===== src/pkg/sfc_pkg.sv =====
// Constants, enums and carriers of the serial flash host controller
package sfc_pkg;

   // ==========================================================
   // Timing
   localparam int SFC_CLK_NS = 4;
   localparam int SFC_SCK_HALF_NS = 25;
   localparam int SFC_CS_HIGH_NS = 50;
   localparam logic [3:0] SFC_HALF_CYC =
      4'((SFC_SCK_HALF_NS + SFC_CLK_NS - 1) / SFC_CLK_NS);
   localparam logic [3:0] SFC_GAP_CYC =
      4'((SFC_CS_HIGH_NS + SFC_CLK_NS - 1) / SFC_CLK_NS);

   // ==========================================================
   // Flash opcodes
   localparam logic [7:0] SFC_OP_READ = 8'h03;
   localparam logic [7:0] SFC_OP_SECTOR_ERASE = 8'h20;
   localparam logic [7:0] SFC_OP_BLOCK_ERASE = 8'h52;
   localparam logic [7:0] SFC_OP_CHIP_ERASE = 8'h60;
   localparam logic [7:0] SFC_OP_BYTE_PROGRAM = 8'h02;
   localparam logic [7:0] SFC_OP_AUTO_INCREMENT_PROGRAM = 8'haf;
   localparam logic [7:0] SFC_OP_STATUS_READ_CMD = 8'h05;
   localparam logic [7:0] SFC_OP_STATUS_WRITE_ARM_CMD = 8'h50;
   localparam logic [7:0] SFC_OP_STATUS_WRITE_CMD = 8'h01;
   localparam logic [7:0] SFC_OP_WRITE_UNLOCK_CMD = 8'h06;
   localparam logic [7:0] SFC_OP_WRITE_LOCK_CMD = 8'h04;
   localparam logic [7:0] SFC_OP_IDENT_A = 8'h90;
   localparam logic [7:0] SFC_OP_IDENT_B = 8'hab;
   localparam logic [7:0] SFC_ERASED_BYTE = 8'hff;
   localparam int SFC_BUSY_BIT = 0;

   // ==========================================================
   // Register map and fields
   localparam logic [7:0] SFC_REG_CMD = 8'h00;
   localparam logic [7:0] SFC_REG_ADDR = 8'h04;
   localparam logic [7:0] SFC_REG_WDATA = 8'h08;
   localparam logic [7:0] SFC_REG_STATUS = 8'h0c;
   localparam logic [1:0] SFC_RXBUF_PAGE = 2'b01;
   localparam int SFC_RX_AW = 4;
   localparam int SFC_RX_DEPTH = 16;
   localparam logic [4:0] SFC_RX_MAX = 5'd16;
   localparam int SFC_CMD_NRX_LSB = 8;
   localparam int SFC_CMD_CONT_BIT = 16;
   localparam int SFC_ST_ERR_BIT = 1;
   localparam int SFC_ST_FSTAT_LSB = 8;
   localparam int SFC_ST_RXN_LSB = 16;
   localparam logic [1:0] SFC_RESP_OKAY = 2'b00;
   localparam logic [1:0] SFC_RESP_SLVERR = 2'b10;
   localparam logic SFC_RST_CS_N = 1'b1;

   // ==========================================================
   // Enums
   typedef enum logic [2:0] {SQ_IDLE, SQ_CHK, SQ_ARM, SQ_WEN, SQ_MAIN, SQ_POLL} sfc_step_e;
   typedef enum logic [2:0] {PH_IDLE, PH_LEAD, PH_BIT, PH_TAIL, PH_GAP} sfc_ph_e;

   // ==========================================================
   // Carriers
   typedef struct packed {
      logic awvalid;
      logic [31:0] awaddr;
      logic wvalid;
      logic [31:0] wdata;
      logic [3:0] wstrb;
      logic bready;
      logic arvalid;
      logic [31:0] araddr;
      logic rready;
   } sfc_axi_req_s;

   typedef struct packed {
      logic awready;
      logic wready;
      logic bvalid;
      logic [1:0] bresp;
      logic arready;
      logic rvalid;
      logic [31:0] rdata;
      logic [1:0] rresp;
   } sfc_axi_rsp_s;

   typedef struct packed {
      logic cs_n;
      logic sck;
      logic mosi;
   } sfc_spi_s;

endpackage : sfc_pkg

===== src/core/sfc_ctrl.sv =====
// Serial flash host controller: AXI4-Lite registers to flash instruction frames
//
// Contract
// - Every bus cycle is eight clocks
// - Read: 03H, three address bytes, then data
// - Host holds select low for whole read
// - Single-byte instructions: 60H, 06H, 04H, 50H
// - Host sends write enable before writes
// - Host programs only erased bytes; code checks byte program and first AFH byte, not AFH continuations
// - Operation starts when select rises after instruction
// - Host polls busy before next write
// - Auto-increment: AFH, address, data; then AFH, data
// - Status write directly follows arm opcode
// - Frame starts at select fall, MSB first
`timescale 1ns/1ps
module sfc_ctrl
   import sfc_pkg::*;
(
   // Clock and reset
   input wire logic aclk,
   input wire logic aresetn,
   // Register bus
   input wire sfc_axi_req_s axi_req,
   output sfc_axi_rsp_s axi_rsp,
   // Flash pins
   output sfc_spi_s spi_out,
   input wire logic spi_miso
);

   typedef struct packed {
      sfc_step_e step;
      sfc_ph_e ph;
      logic [3:0] cnt;
      logic [2:0] bitc;
      logic [4:0] bi;
      logic [7:0] sh_o;
      logic [7:0] sh_i;
      logic cs_n;
      logic sck;
      logic mosi;
      logic sync1;
      logic sync2;
      logic [7:0] op;
      logic [4:0] nrx;
      logic cont;
      logic [23:0] addr;
      logic [7:0] wdat;
      logic err;
      logic chk_ff;
      logic [7:0] fstat;
      logic [4:0] rxn;
      logic aw_h;
      logic [7:0] awa;
      logic w_h;
      logic [31:0] wd;
      logic [3:0] ws;
      logic awrdy;
      logic wrdy;
      logic bvalid;
      logic [1:0] bresp;
      logic ar_h;
      logic [7:0] ara;
      logic rw;
      logic arrdy;
      logic rvalid;
      logic [31:0] rdata;
      logic [1:0] rresp;
   } sfc_st_s;

   sfc_st_s st_r, st_nxt;

   logic [7:0] f_op, tx_nb, mem_rd, nop;
   logic f_adr, f_dat, f_id, f_poll, last, rx_phase, chk, wen;
   logic [4:0] f_nrx, f_ntx, nb, rxi, nn;
   logic mem_we;
   logic [31:0] mask;
   sfc_step_e first;

   function automatic logic is_wr(input logic [7:0] o);
      return o inside {SFC_OP_BYTE_PROGRAM, SFC_OP_AUTO_INCREMENT_PROGRAM,
                       SFC_OP_SECTOR_ERASE, SFC_OP_BLOCK_ERASE, SFC_OP_CHIP_ERASE};
   endfunction : is_wr

   function automatic logic is_id(input logic [7:0] o);
      return o inside {SFC_OP_IDENT_A, SFC_OP_IDENT_B};
   endfunction : is_id

   // ==========================================================
   // Receive buffer
   sfc_rxbuf u_rxbuf (
      .aclk(aclk),
      .we(mem_we),
      .waddr(rxi[SFC_RX_AW-1:0]),
      .wdata(st_r.sh_i),
      .raddr(st_r.ara[SFC_RX_AW+1:2]),
      .rdata(mem_rd)
   );

   // ==========================================================
   // Next state
   always_comb begin
      st_nxt = st_r;
      mem_we = 1'b0;
      last = 1'b0;
      // Two flops before anything looks at the returning data
      st_nxt.sync1 = spi_miso;
      st_nxt.sync2 = st_r.sync1;

      f_id = 1'b0;
      f_poll = 1'b0;
      f_adr = 1'b0;
      f_dat = 1'b0;
      f_nrx = 5'd0;
      f_op = st_r.op;
      case (st_r.step)
         SQ_CHK: begin
            f_op = SFC_OP_READ;
            f_adr = 1'b1;
            f_nrx = 5'd1;
         end
         SQ_ARM: f_op = SFC_OP_STATUS_WRITE_ARM_CMD;
         SQ_WEN: f_op = SFC_OP_WRITE_UNLOCK_CMD;
         SQ_POLL: begin
            f_op = SFC_OP_STATUS_READ_CMD;
            f_poll = 1'b1;
         end
         default: begin
            f_adr = st_r.op inside {SFC_OP_READ, SFC_OP_SECTOR_ERASE, SFC_OP_BLOCK_ERASE,
                                    SFC_OP_BYTE_PROGRAM} || is_id(st_r.op)
                    || (st_r.op == SFC_OP_AUTO_INCREMENT_PROGRAM && !st_r.cont);
            f_id = is_id(st_r.op);
            f_dat = st_r.op inside {SFC_OP_BYTE_PROGRAM, SFC_OP_AUTO_INCREMENT_PROGRAM,
                                    SFC_OP_STATUS_WRITE_CMD};
            if (st_r.op inside {SFC_OP_READ, SFC_OP_STATUS_READ_CMD} || f_id) begin
               f_nrx = st_r.nrx;
            end
         end
      endcase
      f_ntx = 5'd1 + (f_adr ? 5'd3 : 5'd0) + (f_dat ? 5'd1 : 5'd0);
      nb = st_r.bi + 5'd1;
      rxi = st_r.bi - f_ntx;
      rx_phase = (st_r.bi >= f_ntx);

      tx_nb = 8'h00;
      if (f_adr && nb <= 5'd3) begin
         // two zero bytes, then the ident address
         if (f_id) begin
            tx_nb = (nb == 5'd3) ? st_r.addr[7:0] : 8'h00;
         end else begin
            case (nb)
               5'd1: tx_nb = st_r.addr[23:16];
               5'd2: tx_nb = st_r.addr[15:8];
               default: tx_nb = st_r.addr[7:0];
            endcase
         end
      end else if (nb < f_ntx) begin
         tx_nb = st_r.wdat;
      end

      // ==========================================================
      // Frame engine
      case (st_r.ph)
         // select falls two half clocks before first rising edge
         PH_LEAD: begin
            st_nxt.cs_n = 1'b0;
            st_nxt.cnt = st_r.cnt + 4'd1;
            if (st_r.cnt == SFC_HALF_CYC - 4'd1) begin
               st_nxt.cnt = 4'd0;
               st_nxt.ph = PH_BIT;
               st_nxt.bitc = 3'd0;
               st_nxt.bi = 5'd0;
               st_nxt.sh_o = f_op;
               st_nxt.mosi = f_op[7];
            end
         end
         PH_BIT: begin
            st_nxt.cnt = st_r.cnt + 4'd1;
            if (st_r.cnt == SFC_HALF_CYC - 4'd1) begin
               st_nxt.cnt = 4'd0;
               if (!st_r.sck) begin
                  st_nxt.sck = 1'b1;
                  st_nxt.sh_i = {st_r.sh_i[6:0], st_r.sync2};
               end else begin
                  st_nxt.sck = 1'b0;
                  // byte closes after eighth falling edge
                  if (st_r.bitc == 3'd7) begin
                     if (f_poll) begin
                        if (rx_phase) begin
                           st_nxt.fstat = st_r.sh_i;
                           last = !st_r.sh_i[SFC_BUSY_BIT];
                        end
                     end else begin
                        // select stays low until every byte is in
                        last = (nb == f_ntx + f_nrx);
                        if (rx_phase && st_r.step == SQ_CHK) begin
                           st_nxt.chk_ff = (st_r.sh_i == SFC_ERASED_BYTE);
                        end else if (rx_phase) begin
                           mem_we = 1'b1;
                           st_nxt.rxn = st_r.rxn + 5'd1;
                        end
                     end
                     if (last) begin
                        st_nxt.ph = PH_TAIL;
                        st_nxt.mosi = 1'b0;
                     end else begin
                        // Long polls hold the index so it cannot wrap
                        st_nxt.bi = (f_poll && rx_phase) ? st_r.bi : nb;
                        st_nxt.bitc = 3'd0;
                        st_nxt.sh_o = tx_nb;
                        st_nxt.mosi = tx_nb[7];
                     end
                  end else begin
                     st_nxt.bitc = st_r.bitc + 3'd1;
                     st_nxt.sh_o = {st_r.sh_o[6:0], 1'b0};
                     st_nxt.mosi = st_r.sh_o[6];
                  end
               end
            end
         end
         // select rises only after the whole instruction
         PH_TAIL: begin
            st_nxt.cnt = st_r.cnt + 4'd1;
            if (st_r.cnt == SFC_HALF_CYC - 4'd1) begin
               st_nxt.cnt = 4'd0;
               st_nxt.cs_n = 1'b1;
               st_nxt.ph = PH_GAP;
            end
         end
         PH_GAP: begin
            st_nxt.cnt = st_r.cnt + 4'd1;
            if (st_r.cnt == SFC_GAP_CYC - 4'd1) begin
               st_nxt.cnt = 4'd0;
               st_nxt.ph = PH_LEAD;
               case (st_r.step)
                  SQ_CHK: begin
                     st_nxt.step = st_r.chk_ff ? SQ_WEN : SQ_IDLE;
                     st_nxt.err = !st_r.chk_ff;
                  end
                  // status write is the very next instruction
                  SQ_ARM: st_nxt.step = SQ_MAIN;
                  SQ_WEN: st_nxt.step = SQ_MAIN;
                  SQ_MAIN: st_nxt.step = is_wr(st_r.op) ? SQ_POLL : SQ_IDLE;
                  default: st_nxt.step = SQ_IDLE;
               endcase
               if (st_nxt.step == SQ_IDLE) begin
                  st_nxt.ph = PH_IDLE;
               end
            end
         end
         default: begin
            st_nxt.cs_n = 1'b1;
            st_nxt.sck = 1'b0;
         end
      endcase

      // ==========================================================
      // AXI4-Lite write
      if (st_r.bvalid && axi_req.bready) begin
         st_nxt.bvalid = 1'b0;
      end
      if (st_r.awrdy && axi_req.awvalid) begin
         st_nxt.aw_h = 1'b1;
         st_nxt.awa = axi_req.awaddr[7:0];
      end
      if (st_r.wrdy && axi_req.wvalid) begin
         st_nxt.w_h = 1'b1;
         st_nxt.wd = axi_req.wdata;
         st_nxt.ws = axi_req.wstrb;
      end
      mask = {{8{st_r.ws[3]}}, {8{st_r.ws[2]}}, {8{st_r.ws[1]}}, {8{st_r.ws[0]}}};
      nop = st_r.wd[7:0];
      nn = (st_r.wd[SFC_CMD_NRX_LSB +: 5] > SFC_RX_MAX) ? SFC_RX_MAX
                                                        : st_r.wd[SFC_CMD_NRX_LSB +: 5];
      chk = (nop == SFC_OP_BYTE_PROGRAM) || (nop == SFC_OP_AUTO_INCREMENT_PROGRAM
                                              && !st_r.wd[SFC_CMD_CONT_BIT]);
      wen = is_wr(nop) && !(nop == SFC_OP_AUTO_INCREMENT_PROGRAM && st_r.wd[SFC_CMD_CONT_BIT]);
      // writes except auto-increment continuations go through the unlock step
      first = chk ? SQ_CHK : (nop == SFC_OP_STATUS_WRITE_CMD) ? SQ_ARM : wen ? SQ_WEN : SQ_MAIN;
      if (st_r.aw_h && st_r.w_h && !st_r.bvalid) begin
         st_nxt.aw_h = 1'b0;
         st_nxt.w_h = 1'b0;
         st_nxt.bvalid = 1'b1;
         st_nxt.bresp = SFC_RESP_OKAY;
         case (st_r.awa)
            SFC_REG_CMD: begin
               // Busy controller refuses a new command
               if (st_r.step == SQ_IDLE) begin
                  st_nxt.op = nop;
                  st_nxt.nrx = nn;
                  st_nxt.cont = st_r.wd[SFC_CMD_CONT_BIT];
                  st_nxt.err = 1'b0;
                  st_nxt.rxn = 5'd0;
                  st_nxt.step = first;
                  st_nxt.ph = PH_LEAD;
                  st_nxt.cnt = 4'd0;
               end else begin
                  st_nxt.bresp = SFC_RESP_SLVERR;
               end
            end
            SFC_REG_ADDR: st_nxt.addr = 24'((st_r.wd & mask) | ({8'h00, st_r.addr} & ~mask));
            SFC_REG_WDATA: st_nxt.wdat = 8'((st_r.wd & mask) | ({24'h0, st_r.wdat} & ~mask));
            default: st_nxt.bresp = SFC_RESP_SLVERR;
         endcase
      end
      st_nxt.awrdy = !st_nxt.aw_h && !st_nxt.bvalid;
      st_nxt.wrdy = !st_nxt.w_h && !st_nxt.bvalid;

      // ==========================================================
      // AXI4-Lite read: one wait cycle for the buffer
      if (st_r.rvalid && axi_req.rready) begin
         st_nxt.rvalid = 1'b0;
      end
      if (st_r.arrdy && axi_req.arvalid) begin
         st_nxt.ar_h = 1'b1;
         st_nxt.ara = axi_req.araddr[7:0];
         st_nxt.rw = 1'b0;
      end
      if (st_r.ar_h) begin
         st_nxt.rw = 1'b1;
         if (st_r.rw) begin
            st_nxt.ar_h = 1'b0;
            st_nxt.rvalid = 1'b1;
            st_nxt.rresp = SFC_RESP_OKAY;
            st_nxt.rdata = 32'h0;
            case (st_r.ara)
               SFC_REG_CMD: st_nxt.rdata = {15'h0, st_r.cont, 3'h0, st_r.nrx, st_r.op};
               SFC_REG_ADDR: st_nxt.rdata = {8'h00, st_r.addr};
               SFC_REG_WDATA: st_nxt.rdata = {24'h0, st_r.wdat};
               SFC_REG_STATUS: begin
                  st_nxt.rdata[0] = (st_r.step != SQ_IDLE);
                  st_nxt.rdata[SFC_ST_ERR_BIT] = st_r.err;
                  st_nxt.rdata[SFC_ST_FSTAT_LSB +: 8] = st_r.fstat;
                  st_nxt.rdata[SFC_ST_RXN_LSB +: 5] = st_r.rxn;
               end
               default: begin
                  if (st_r.ara[7:6] == SFC_RXBUF_PAGE) begin
                     st_nxt.rdata = {24'h0, mem_rd};
                  end else begin
                     st_nxt.rresp = SFC_RESP_SLVERR;
                  end
               end
            endcase
         end
      end
      st_nxt.arrdy = !st_nxt.ar_h && !st_nxt.rvalid;
   end

   always_ff @(posedge aclk) begin
      if (!aresetn) begin
         st_r <= '0;
         st_r.cs_n <= SFC_RST_CS_N;
      end else begin
         st_r <= st_nxt;
      end
   end

   assign axi_rsp = '{awready: st_r.awrdy, wready: st_r.wrdy, bvalid: st_r.bvalid,
                      bresp: st_r.bresp, arready: st_r.arrdy, rvalid: st_r.rvalid,
                      rdata: st_r.rdata, rresp: st_r.rresp};
   assign spi_out = '{cs_n: st_r.cs_n, sck: st_r.sck, mosi: st_r.mosi};

   // ==========================================================
   // Checks
   logic [2:0] rise_cnt;
   always_ff @(posedge aclk) begin
      if (!aresetn || st_r.cs_n) begin
         rise_cnt <= 3'd0;
      end else if (st_nxt.sck && !st_r.sck) begin
         rise_cnt <= rise_cnt + 3'd1;
      end
   end
endmodule : sfc_ctrl


===== src/core/sfc_rxbuf.sv =====
// Receive byte buffer with registered read data
`timescale 1ns/1ps
module sfc_rxbuf
   import sfc_pkg::*;
(
   // Clock
   input wire logic aclk,
   // Write side
   input wire logic we,
   input wire logic [SFC_RX_AW-1:0] waddr,
   input wire logic [7:0] wdata,
   // Read side
   input wire logic [SFC_RX_AW-1:0] raddr,
   output logic [7:0] rdata
);

   logic [7:0] mem [SFC_RX_DEPTH];

   always_ff @(posedge aclk) begin
      if (we) begin
         mem[waddr] <= wdata;
      end
      rdata <= mem[raddr];
   end

endmodule : sfc_rxbuf


===== config.mk =====
export PLATFORM = sky130hd
export DESIGN_NAME = sfc_ctrl
export DESIGN_NICKNAME = d
export VERILOG_FILES = /design/src/pkg/sfc_pkg.sv /design/src/core/sfc_ctrl.sv /design/src/core/sfc_rxbuf.sv
export SDC_FILE = /design/constraint.sdc
export NUM_CORES = 1
export LEC_CHECK = 0
export ABC_AREA = 1
export BUFFER_PORTS_ARGS = -buffer_cell sky130_fd_sc_hd__clkbuf_2
export CELL_PAD_IN_SITES_DETAIL_PLACEMENT = 1
export CELL_PAD_IN_SITES_GLOBAL_PLACEMENT = 2
export CORE_ASPECT_RATIO = 1.5
export CORE_MARGIN = 2
export CORE_UTILIZATION = 39
export CTS_CLUSTER_DIAMETER = 200
export DETAILED_ROUTE_END_ITERATION = 10
export GPL_ROUTABILITY_DRIVEN = 1
export PLACE_DENSITY_LB_ADDON = 0.05
export SETUP_SLACK_MARGIN = 0.3
export SLEW_MARGIN = 30
export SYNTH_ARGS = -nofsm -noshare
export SYNTH_HDL_FRONTEND = slang
export SYNTH_SLANG_ARGS = --single-unit

===== constraint.sdc =====
create_clock -name aclk -period 4.98 [get_ports aclk]
set_input_delay 0.249 -clock aclk [delete_from_list [all_inputs] [get_ports aclk]]
set_output_delay 0.249 -clock aclk [all_outputs]
set_load 0.01 [all_outputs]

# Word level (Yosys, flattened, before mapping)

Memories as Yosys holds them, arrays and structs flattened. A register that Yosys moved wholly into a read port is not among the register bits.
Index checks and enable logic that the tools add are counted.

Flip-flop bits (word level): 196
Memory bits (writable): 128
Input port bits: 108
Output and inout port bits: 44
Word-level logic and storage cells: 278
Memories kept: 1

Add/sub/neg operators: 8
Order comparisons: 4
Equality and inequality tests: 47
Mux-type cells: 106
Bitwise gates (word level): 10
Reduce and logical (&&, ||, !) cells: 65

Memories:

| memory      | depth | bits a word | read ports | clocked after memory_dff | wr ports | RTL line        | source |
|---|---|---|---|---|---|---|---|
| u_rxbuf.mem | 16    | 8           | 1          | 1                        | 1        | sfc_rxbuf.sv:17 | `logic [7:0] mem [SFC_RX_DEPTH];` |

Operators with widths:

| kind                                                            | count |
|---|---|
| 35-bit two-way mux                                              | 2 |
| 5-bit two-way mux                                               | 13 |
| 8-bit two-way mux                                               | 7 |
| 13-bit case mux with 4 select lines                             | 1 |
| 10-bit two-way mux                                              | 5 |
| 24-bit AND                                                      | 2 |
| 8-bit == test, second input constant                            | 5 |
| 1-bit two-way mux                                               | 38 |
| 37-bit two-way mux                                              | 1 |
| 3-bit two-way mux                                               | 12 |
| 8-bit by 7-bit == test with 1-bit output, second input constant | 4 |
| 16-bit two-way mux                                              | 2 |
| 16-bit case mux with 2 select lines                             | 1 |
| 8-bit case mux with 4 select lines                              | 1 |
| 31-bit two-way mux                                              | 1 |
| 7-bit case mux with 4 select lines                              | 1 |
| 8-bit by 2-bit == test with 1-bit output, second input constant | 3 |
| 8-bit by 3-bit == test with 1-bit output, second input constant | 3 |
| 8-bit by 4-bit == test with 1-bit output, second input constant | 3 |
| 24-bit NOT                                                      | 1 |
| 24-bit OR                                                       | 1 |
| 6-bit case mux with 4 select lines                              | 1 |
| 23-bit two-way mux                                              | 1 |
| 1-bit logical AND                                               | 17 |
| 56 further kinds                                                | 114 |

# Longest topological paths before layout

Depth in word-level cells: 23
Mapped depth: 25
Gate-level depth less buffers: 25

# Modules after synthesis

A second synthesis with hierarchy kept.

Cell total of the unflattened synthesis: 1,788
Area total of the unflattened synthesis: 14,681.6 µm²

By module, submodules not included:

| module    | instances | cells each | area an instance (µm²) | sequential area each (µm²) |
|---|---|---|---|---|
| sfc_ctrl  | 1         | 1,237      | 8,914.8                | 3,543.4 |
| sfc_rxbuf | 1         | 551        | 5,766.8                | 4,003.8 |

# Least setup slack after synthesis

OpenSTA, ideal clock, no wires.

Kind: reg-to-reg
From: register st_r[194] (netlist bit)
To: memory u_rxbuf.mem[12][0] (enable)
Data arrival time: 2.767 ns
Slack: 1.843 ns
Cell stages (with the launch flop): 17
Buffers on the path: 0
Path through: dfxtp_1 > inv_2 > nor2_4 > inv_2 > nand2_2 > inv_2 > nor2_1 > inv_1 > nand2_1 > ha_1 > ha_1 > inv_1 > o21ai_0 > nor2_2 > nor3_4 > nand3_2 > nor2_1

Longest elaborated chain between the ends: 16
Elaborated cells on any way between the ends: 25

RTL lines:

| item                                                                      | RTL line                         | source |
|---|---|---|
| from (decl)                                                               | sfc_ctrl.sv:70                   | `sfc_st_s st_r, st_nxt;` |
| from (signal assigned)                                                    | sfc_ctrl.sv:353                  | `st_r <= st_nxt;` |
| 3-bit by 2-bit == test with 1-bit output or 3-bit == test (tied branches) | sfc_ctrl.sv:115                  | `case (st_r.step)` |
| 3-bit OR reduction (no source line)                                       | -                                |  |
| 1-bit case mux with 2 select lines                                        | sfc_ctrl.sv:115                  |  |
| 2-bit two-way mux                                                         | sfc_ctrl.sv:139                  | `f_ntx = 5'd1 + (f_adr ? 5'd3 : 5'd0) + (f_dat ? 5'd1 : 5'd0);` |
| 1-bit by 2-bit adder with 3-bit output                                    | sfc_ctrl.sv:139                  |  |
| 3-bit by 1-bit adder with 4-bit output                                    | sfc_ctrl.sv:139                  |  |
| 5-bit by 4-bit greater-or-equal comparator with 1-bit output              | sfc_ctrl.sv:142                  | `rx_phase = (st_r.bi >= f_ntx);` |
| 1-bit two-way mux or 1-bit logical AND (tied branches)                    | sfc_ctrl.sv:197, sfc_ctrl.sv:195 |  |
| 1-bit two-way mux                                                         | sfc_ctrl.sv:195                  | `if (rx_phase && st_r.step == SQ_CHK) begin` |
| 1-bit two-way mux                                                         | sfc_ctrl.sv:187                  | `if (f_poll) begin` |
| 1-bit two-way mux                                                         | sfc_ctrl.sv:186                  | `if (st_r.bitc == 3'd7) begin` |
| 1-bit two-way mux                                                         | sfc_ctrl.sv:180                  | `if (!st_r.sck) begin` |
| 1-bit two-way mux                                                         | sfc_ctrl.sv:178                  | `if (st_r.cnt == SFC_HALF_CYC - 4'd1) begin` |
| 1-bit two-way mux                                                         | sfc_ctrl.sv:162                  | `case (st_r.ph)` |
| 1-bit two-way mux                                                         | sfc_rxbuf.sv:20                  | `if (we) begin` |
| 1-bit two-way mux (not written as such)                                   | sfc_rxbuf.sv:21                  | `mem[waddr] <= wdata;` |
| to (decl)                                                                 | sfc_rxbuf.sv:17                  |  |

Parallel ways exist; a longest one is shown, timed or not.

# Worst setup path after layout

From: register st_r[157] (netlist bit)
To: memory u_rxbuf.mem[3][3] (enable)

Longest elaborated chain between the ends: 18
Elaborated cells on any way between the ends: 32

RTL lines:

| item                                                                   | RTL line                        | source |
|---|---|---|
| 8-bit by 2-bit == test with 1-bit output, or another cell as far along | sfc_ctrl.sv:128                 | `f_adr = st_r.op inside {SFC_OP_READ, SFC_OP_SECTOR_ERASE, SFC_OP_BLOCK_ERASE,` |
| 4-bit nonzero test or 2-bit nonzero test (tied branches)               | sfc_ctrl.sv:128, sfc_ctrl.sv:85 |  |
| 1-bit logical OR                                                       | sfc_ctrl.sv:129                 | `SFC_OP_BYTE_PROGRAM} \|\| is_id(st_r.op)` |
| 1-bit logical OR                                                       | sfc_ctrl.sv:130                 | `\|\| (st_r.op == SFC_OP_AUTO_INCREMENT_PROGRAM && !st_r.cont);` |
| 1-bit case mux with 2 select lines                                     | sfc_ctrl.sv:115                 |  |
| 2-bit two-way mux                                                      | sfc_ctrl.sv:139                 |  |
| 1-bit by 2-bit adder with 3-bit output                                 | sfc_ctrl.sv:139                 |  |
| 3-bit by 1-bit adder with 4-bit output (*)                             | sfc_ctrl.sv:139                 |  |
| (+2 left out)                                                          | -                               |  |
| 1-bit two-way mux                                                      | sfc_ctrl.sv:195                 |  |
| 1-bit two-way mux                                                      | sfc_ctrl.sv:187                 |  |
| 1-bit two-way mux                                                      | sfc_ctrl.sv:186                 |  |
| 1-bit two-way mux                                                      | sfc_ctrl.sv:180                 |  |
| 1-bit two-way mux                                                      | sfc_ctrl.sv:178                 |  |
| 1-bit two-way mux                                                      | sfc_ctrl.sv:162                 |  |
| 1-bit two-way mux                                                      | sfc_rxbuf.sv:20                 |  |
| 1-bit two-way mux (not written as such)                                | sfc_rxbuf.sv:21                 |  |

Mark *: on every way between the ends. The rest lies on a longest branch, timed or not.

==> impl_metrics.env <==
export IMPL_status="finished, final reports clean"
export IMPL_yosys_warnings=0
export IMPL_ys_async_sr_fraction_pct=0
export IMPL_fin_total_pwr_uw=5540
export IMPL_max_freq_mhz=244
export IMPL_hold_depth=3
export IMPL_die_w_um=158
export IMPL_initial_utilization_pct=39.6
export IMPL_dp_hpwl_um=32000
export IMPL_cts_buffers=31
export IMPL_io_buffers=84
export IMPL_synth_seq_cells=313
export IMPL_grt_pass1_wl_um=65900
export IMPL_synth_edf_count=128
export IMPL_clock_path_buffers=3
export IMPL_post_drt_wl_per_cell_um=19.9
export IMPL_finalCriticalPeriod_ps=4100
export IMPL_hp_class="in -> reg"
export IMPL_firstDrtPassIters=4
export IMPL_core_area_um2=35100
export IMPL_slew_headroom_pct=40.9
export IMPL_grt_ovfl_total=0
export IMPL_clock_sinks=313
export IMPL_track_usage_pct=23.1
export IMPL_first_iter_violations=498
export IMPL_clk_latency_ps=600
export IMPL_grt_pass1_vias=11500
export IMPL_path_max_fanout=8
export IMPL_cts_tree="done"
export IMPL_cp_end_kind="flop"
export IMPL_drc=0
export IMPL_std_cell_rows=84
export IMPL_max_cap_violations=0
export IMPL_nets=1786
export IMPL_final_hold_viol_count=0
export IMPL_setup_violations=0
export IMPL_antennaDiodeCount=0
export IMPL_seq_area_frac_synth_pct=54.3
export IMPL_die_y_um=235
export IMPL_yosys_top_cells_area="edfxtp_1, dfxtp_1, o21ai_0"
export IMPL_fin_skew_ps=18.9
export IMPL_wirelength_um=42800
export IMPL_fin_crit_sh_pct=82.3
export IMPL_fin_tns_setup_ps=0
export IMPL_peakVddDrop_mv=0.255
export IMPL_netlist_area_um2=13900
export IMPL_via_per_inst=5.18
export IMPL_synth_top_area_share_pct=27.6
export IMPL_root_buffer="clkbuf_16"
export IMPL_drive_gt1_share_pct=11.9
export IMPL_fp_dieArea_um2=37200
export IMPL_syn_to_final_growth_pct=15.2
export IMPL_power_leakage_uw=0.00582
export IMPL_syn_avg_cell_area_um2=8.86
export IMPL_tightestPinTransition_ps=883
export IMPL_synth_flop_cell="dfxtp_1"
export IMPL_grt_start_max_net_pins=90
export IMPL_required_ps=5190
export IMPL_critical_path_class="reg -> reg"
export IMPL_ys_types=53
export IMPL_pwr_density_cell_nw_per_um2=346
export IMPL_ant_nets=0
export IMPL_yosysTopAreaCell="edfxtp_1"
export IMPL_post_route_util_pct=45.6
export IMPL_rsz0062_at_grt="no"
export IMPL_num_io_pins=152
export IMPL_vias=11100
export IMPL_arrival_ps=4310
export IMPL_maxSlewViolCount=0
export IMPL_antenna_found_initial=0
export IMPL_clkTransAtPathRegs_ps=60
export IMPL_place_congestion=0.877
export IMPL_reg2regPathDepth=15
export IMPL_start_kind="flop"
export IMPL_h_tree_depth=1
export IMPL_syn_inst=1570
## placed cells by master, fill, tap and decap left out, types with 6 or more instances in the layout
master,Yosys,final
nand4_1,22,22
clkinv_2,0,11
conb_1,1,10
a21oi_1,131,131
o21ai_0,158,158
clkbuf_2,0,83
nand2_1,205,205
nand3_1,83,83
dlygate4sd3_1,0,46
nand2_2,7,7
nor4_1,9,9
inv_2,8,8
clkbuf_16,0,31
a211oi_1,6,6
a221oi_1,8,8
nor3_1,16,16
o21ai_1,7,7
ha_1,20,20
buf_4,46,19
a22oi_1,48,48
o22ai_1,14,14
xor2_1,7,7
edfxtp_1,128,128
inv_1,143,143
a31oi_1,9,9
clkinv_1,3,7
nor2_1,194,192
dfxtp_1,185,185
## power by group
group / switching, µW / total [µW] / internal, µW
sequential: 32.9 / 2730 / 2690
clock: 1030 / 2380 / 1350
combinational: 287 / 437 / 150
total: 1350 / 5540 / 4190
## metal layers
layer	track usage, %	part of all wire (%)	wire (µm)	vias to the layer above
li1	-	-	-	5507
met1	25.5	39	16500	5396
met2	44.6	55	23400	169
met3	2.26	3.0	1270	70
met4	8.49	3.7	1580	0
met5	0	0	0	-
## cell type report
cell class / instances / area, µm²
clock buffer: 33 / 783
clock inverter: 24 / 240
fill: 4188 / 19100
inverter: 156 / 591
multi-input combinational: 1006 / 5250
sequential: 313 / 7550
tap: 473 / 592
timing repair buffer: 148 / 1020
## logic make-up after synthesis
group	Yosys count	share of synthesized area, %
AOI/OAI and AO/OA	397	16.2
xor gates and xnor gates	10	0.684
adders and majority gates	22	2.09
buffers and inverters	260	8.34
DFF	313	54.3
other	1	0.0270
and+or+nand+nor	567	18.4
## per-stage QoR
stage / hold WS [ps] / setup slack, ps / cell area (µm²) / cells
5_1_grt: 213 / 554 / 16000 / 2153
3_5_place_dp: 406 / 877 / 14500 / 2050
6_report: 153 / 879 / 16000 / 2153
3_3_place_gp: 397 / 997 / 14500 / 2050
2_1_floorplan: 347 / 1840 / 13900 / 1579
4_1_cts: 120 / 858 / 16000 / 2153
## critical path, cell delays in order, from the launching register on
cell and delay (ps):
dfxtp_1 340, inv_1 190, nand2_1 80, nor2_1 200, nand2_1 110, o21ai_0 280
o21ai_0 140, inv_1 80, ha_1 280, ha_1 370, inv_1 110, o21ai_0 220
nor2_2 110, nor3_4 300, nand3_2 200, nor2_1 720
## final timing paths
kind,slack [ps],from,endpoint
setup / recovery,880,st_r[157],u_rxbuf.mem[3][3]
hold / removal,150,axi_req[104],st_r[91]
setup reg to reg,880,st_r[157],u_rxbuf.mem[3][3]
hold reg to reg,420,st_nxt[158],st_r[158]
## synth_stat cells, types with 3 or more instances
master     instances
inv_2              8
ha_1              20
a31oi_1            9
a211oi_1           6
nor2_4             3
a22oi_1           48
a221oi_1           8
dfxtp_1          185
buf_1              3
nand2_1          205
o21ai_1            7
or2_2              3
nand2_2            7
nand4_1           22
a21oi_1          131
buf_4             46
nor2_1           194
nor3_4             5
clkinv_1           3
o41ai_1            3
nand3_2            5
buf_2              5
nand2_4            4
nor3_1            16
xor2_1             7
nor4_1             9
o21ai_0          158
inv_1            143
nand3_1           83
o2111ai_1          3
o22ai_1           14
edfxtp_1         128
clkbuf_1          50
## timing repair
item                      CTS  global route
hold buffers               46             0
buffers inserted            0             0
gates resized for setup     0             0
hold endpoints to repair   47             0
No activity file was read; power rests on OpenSTA's default activity.
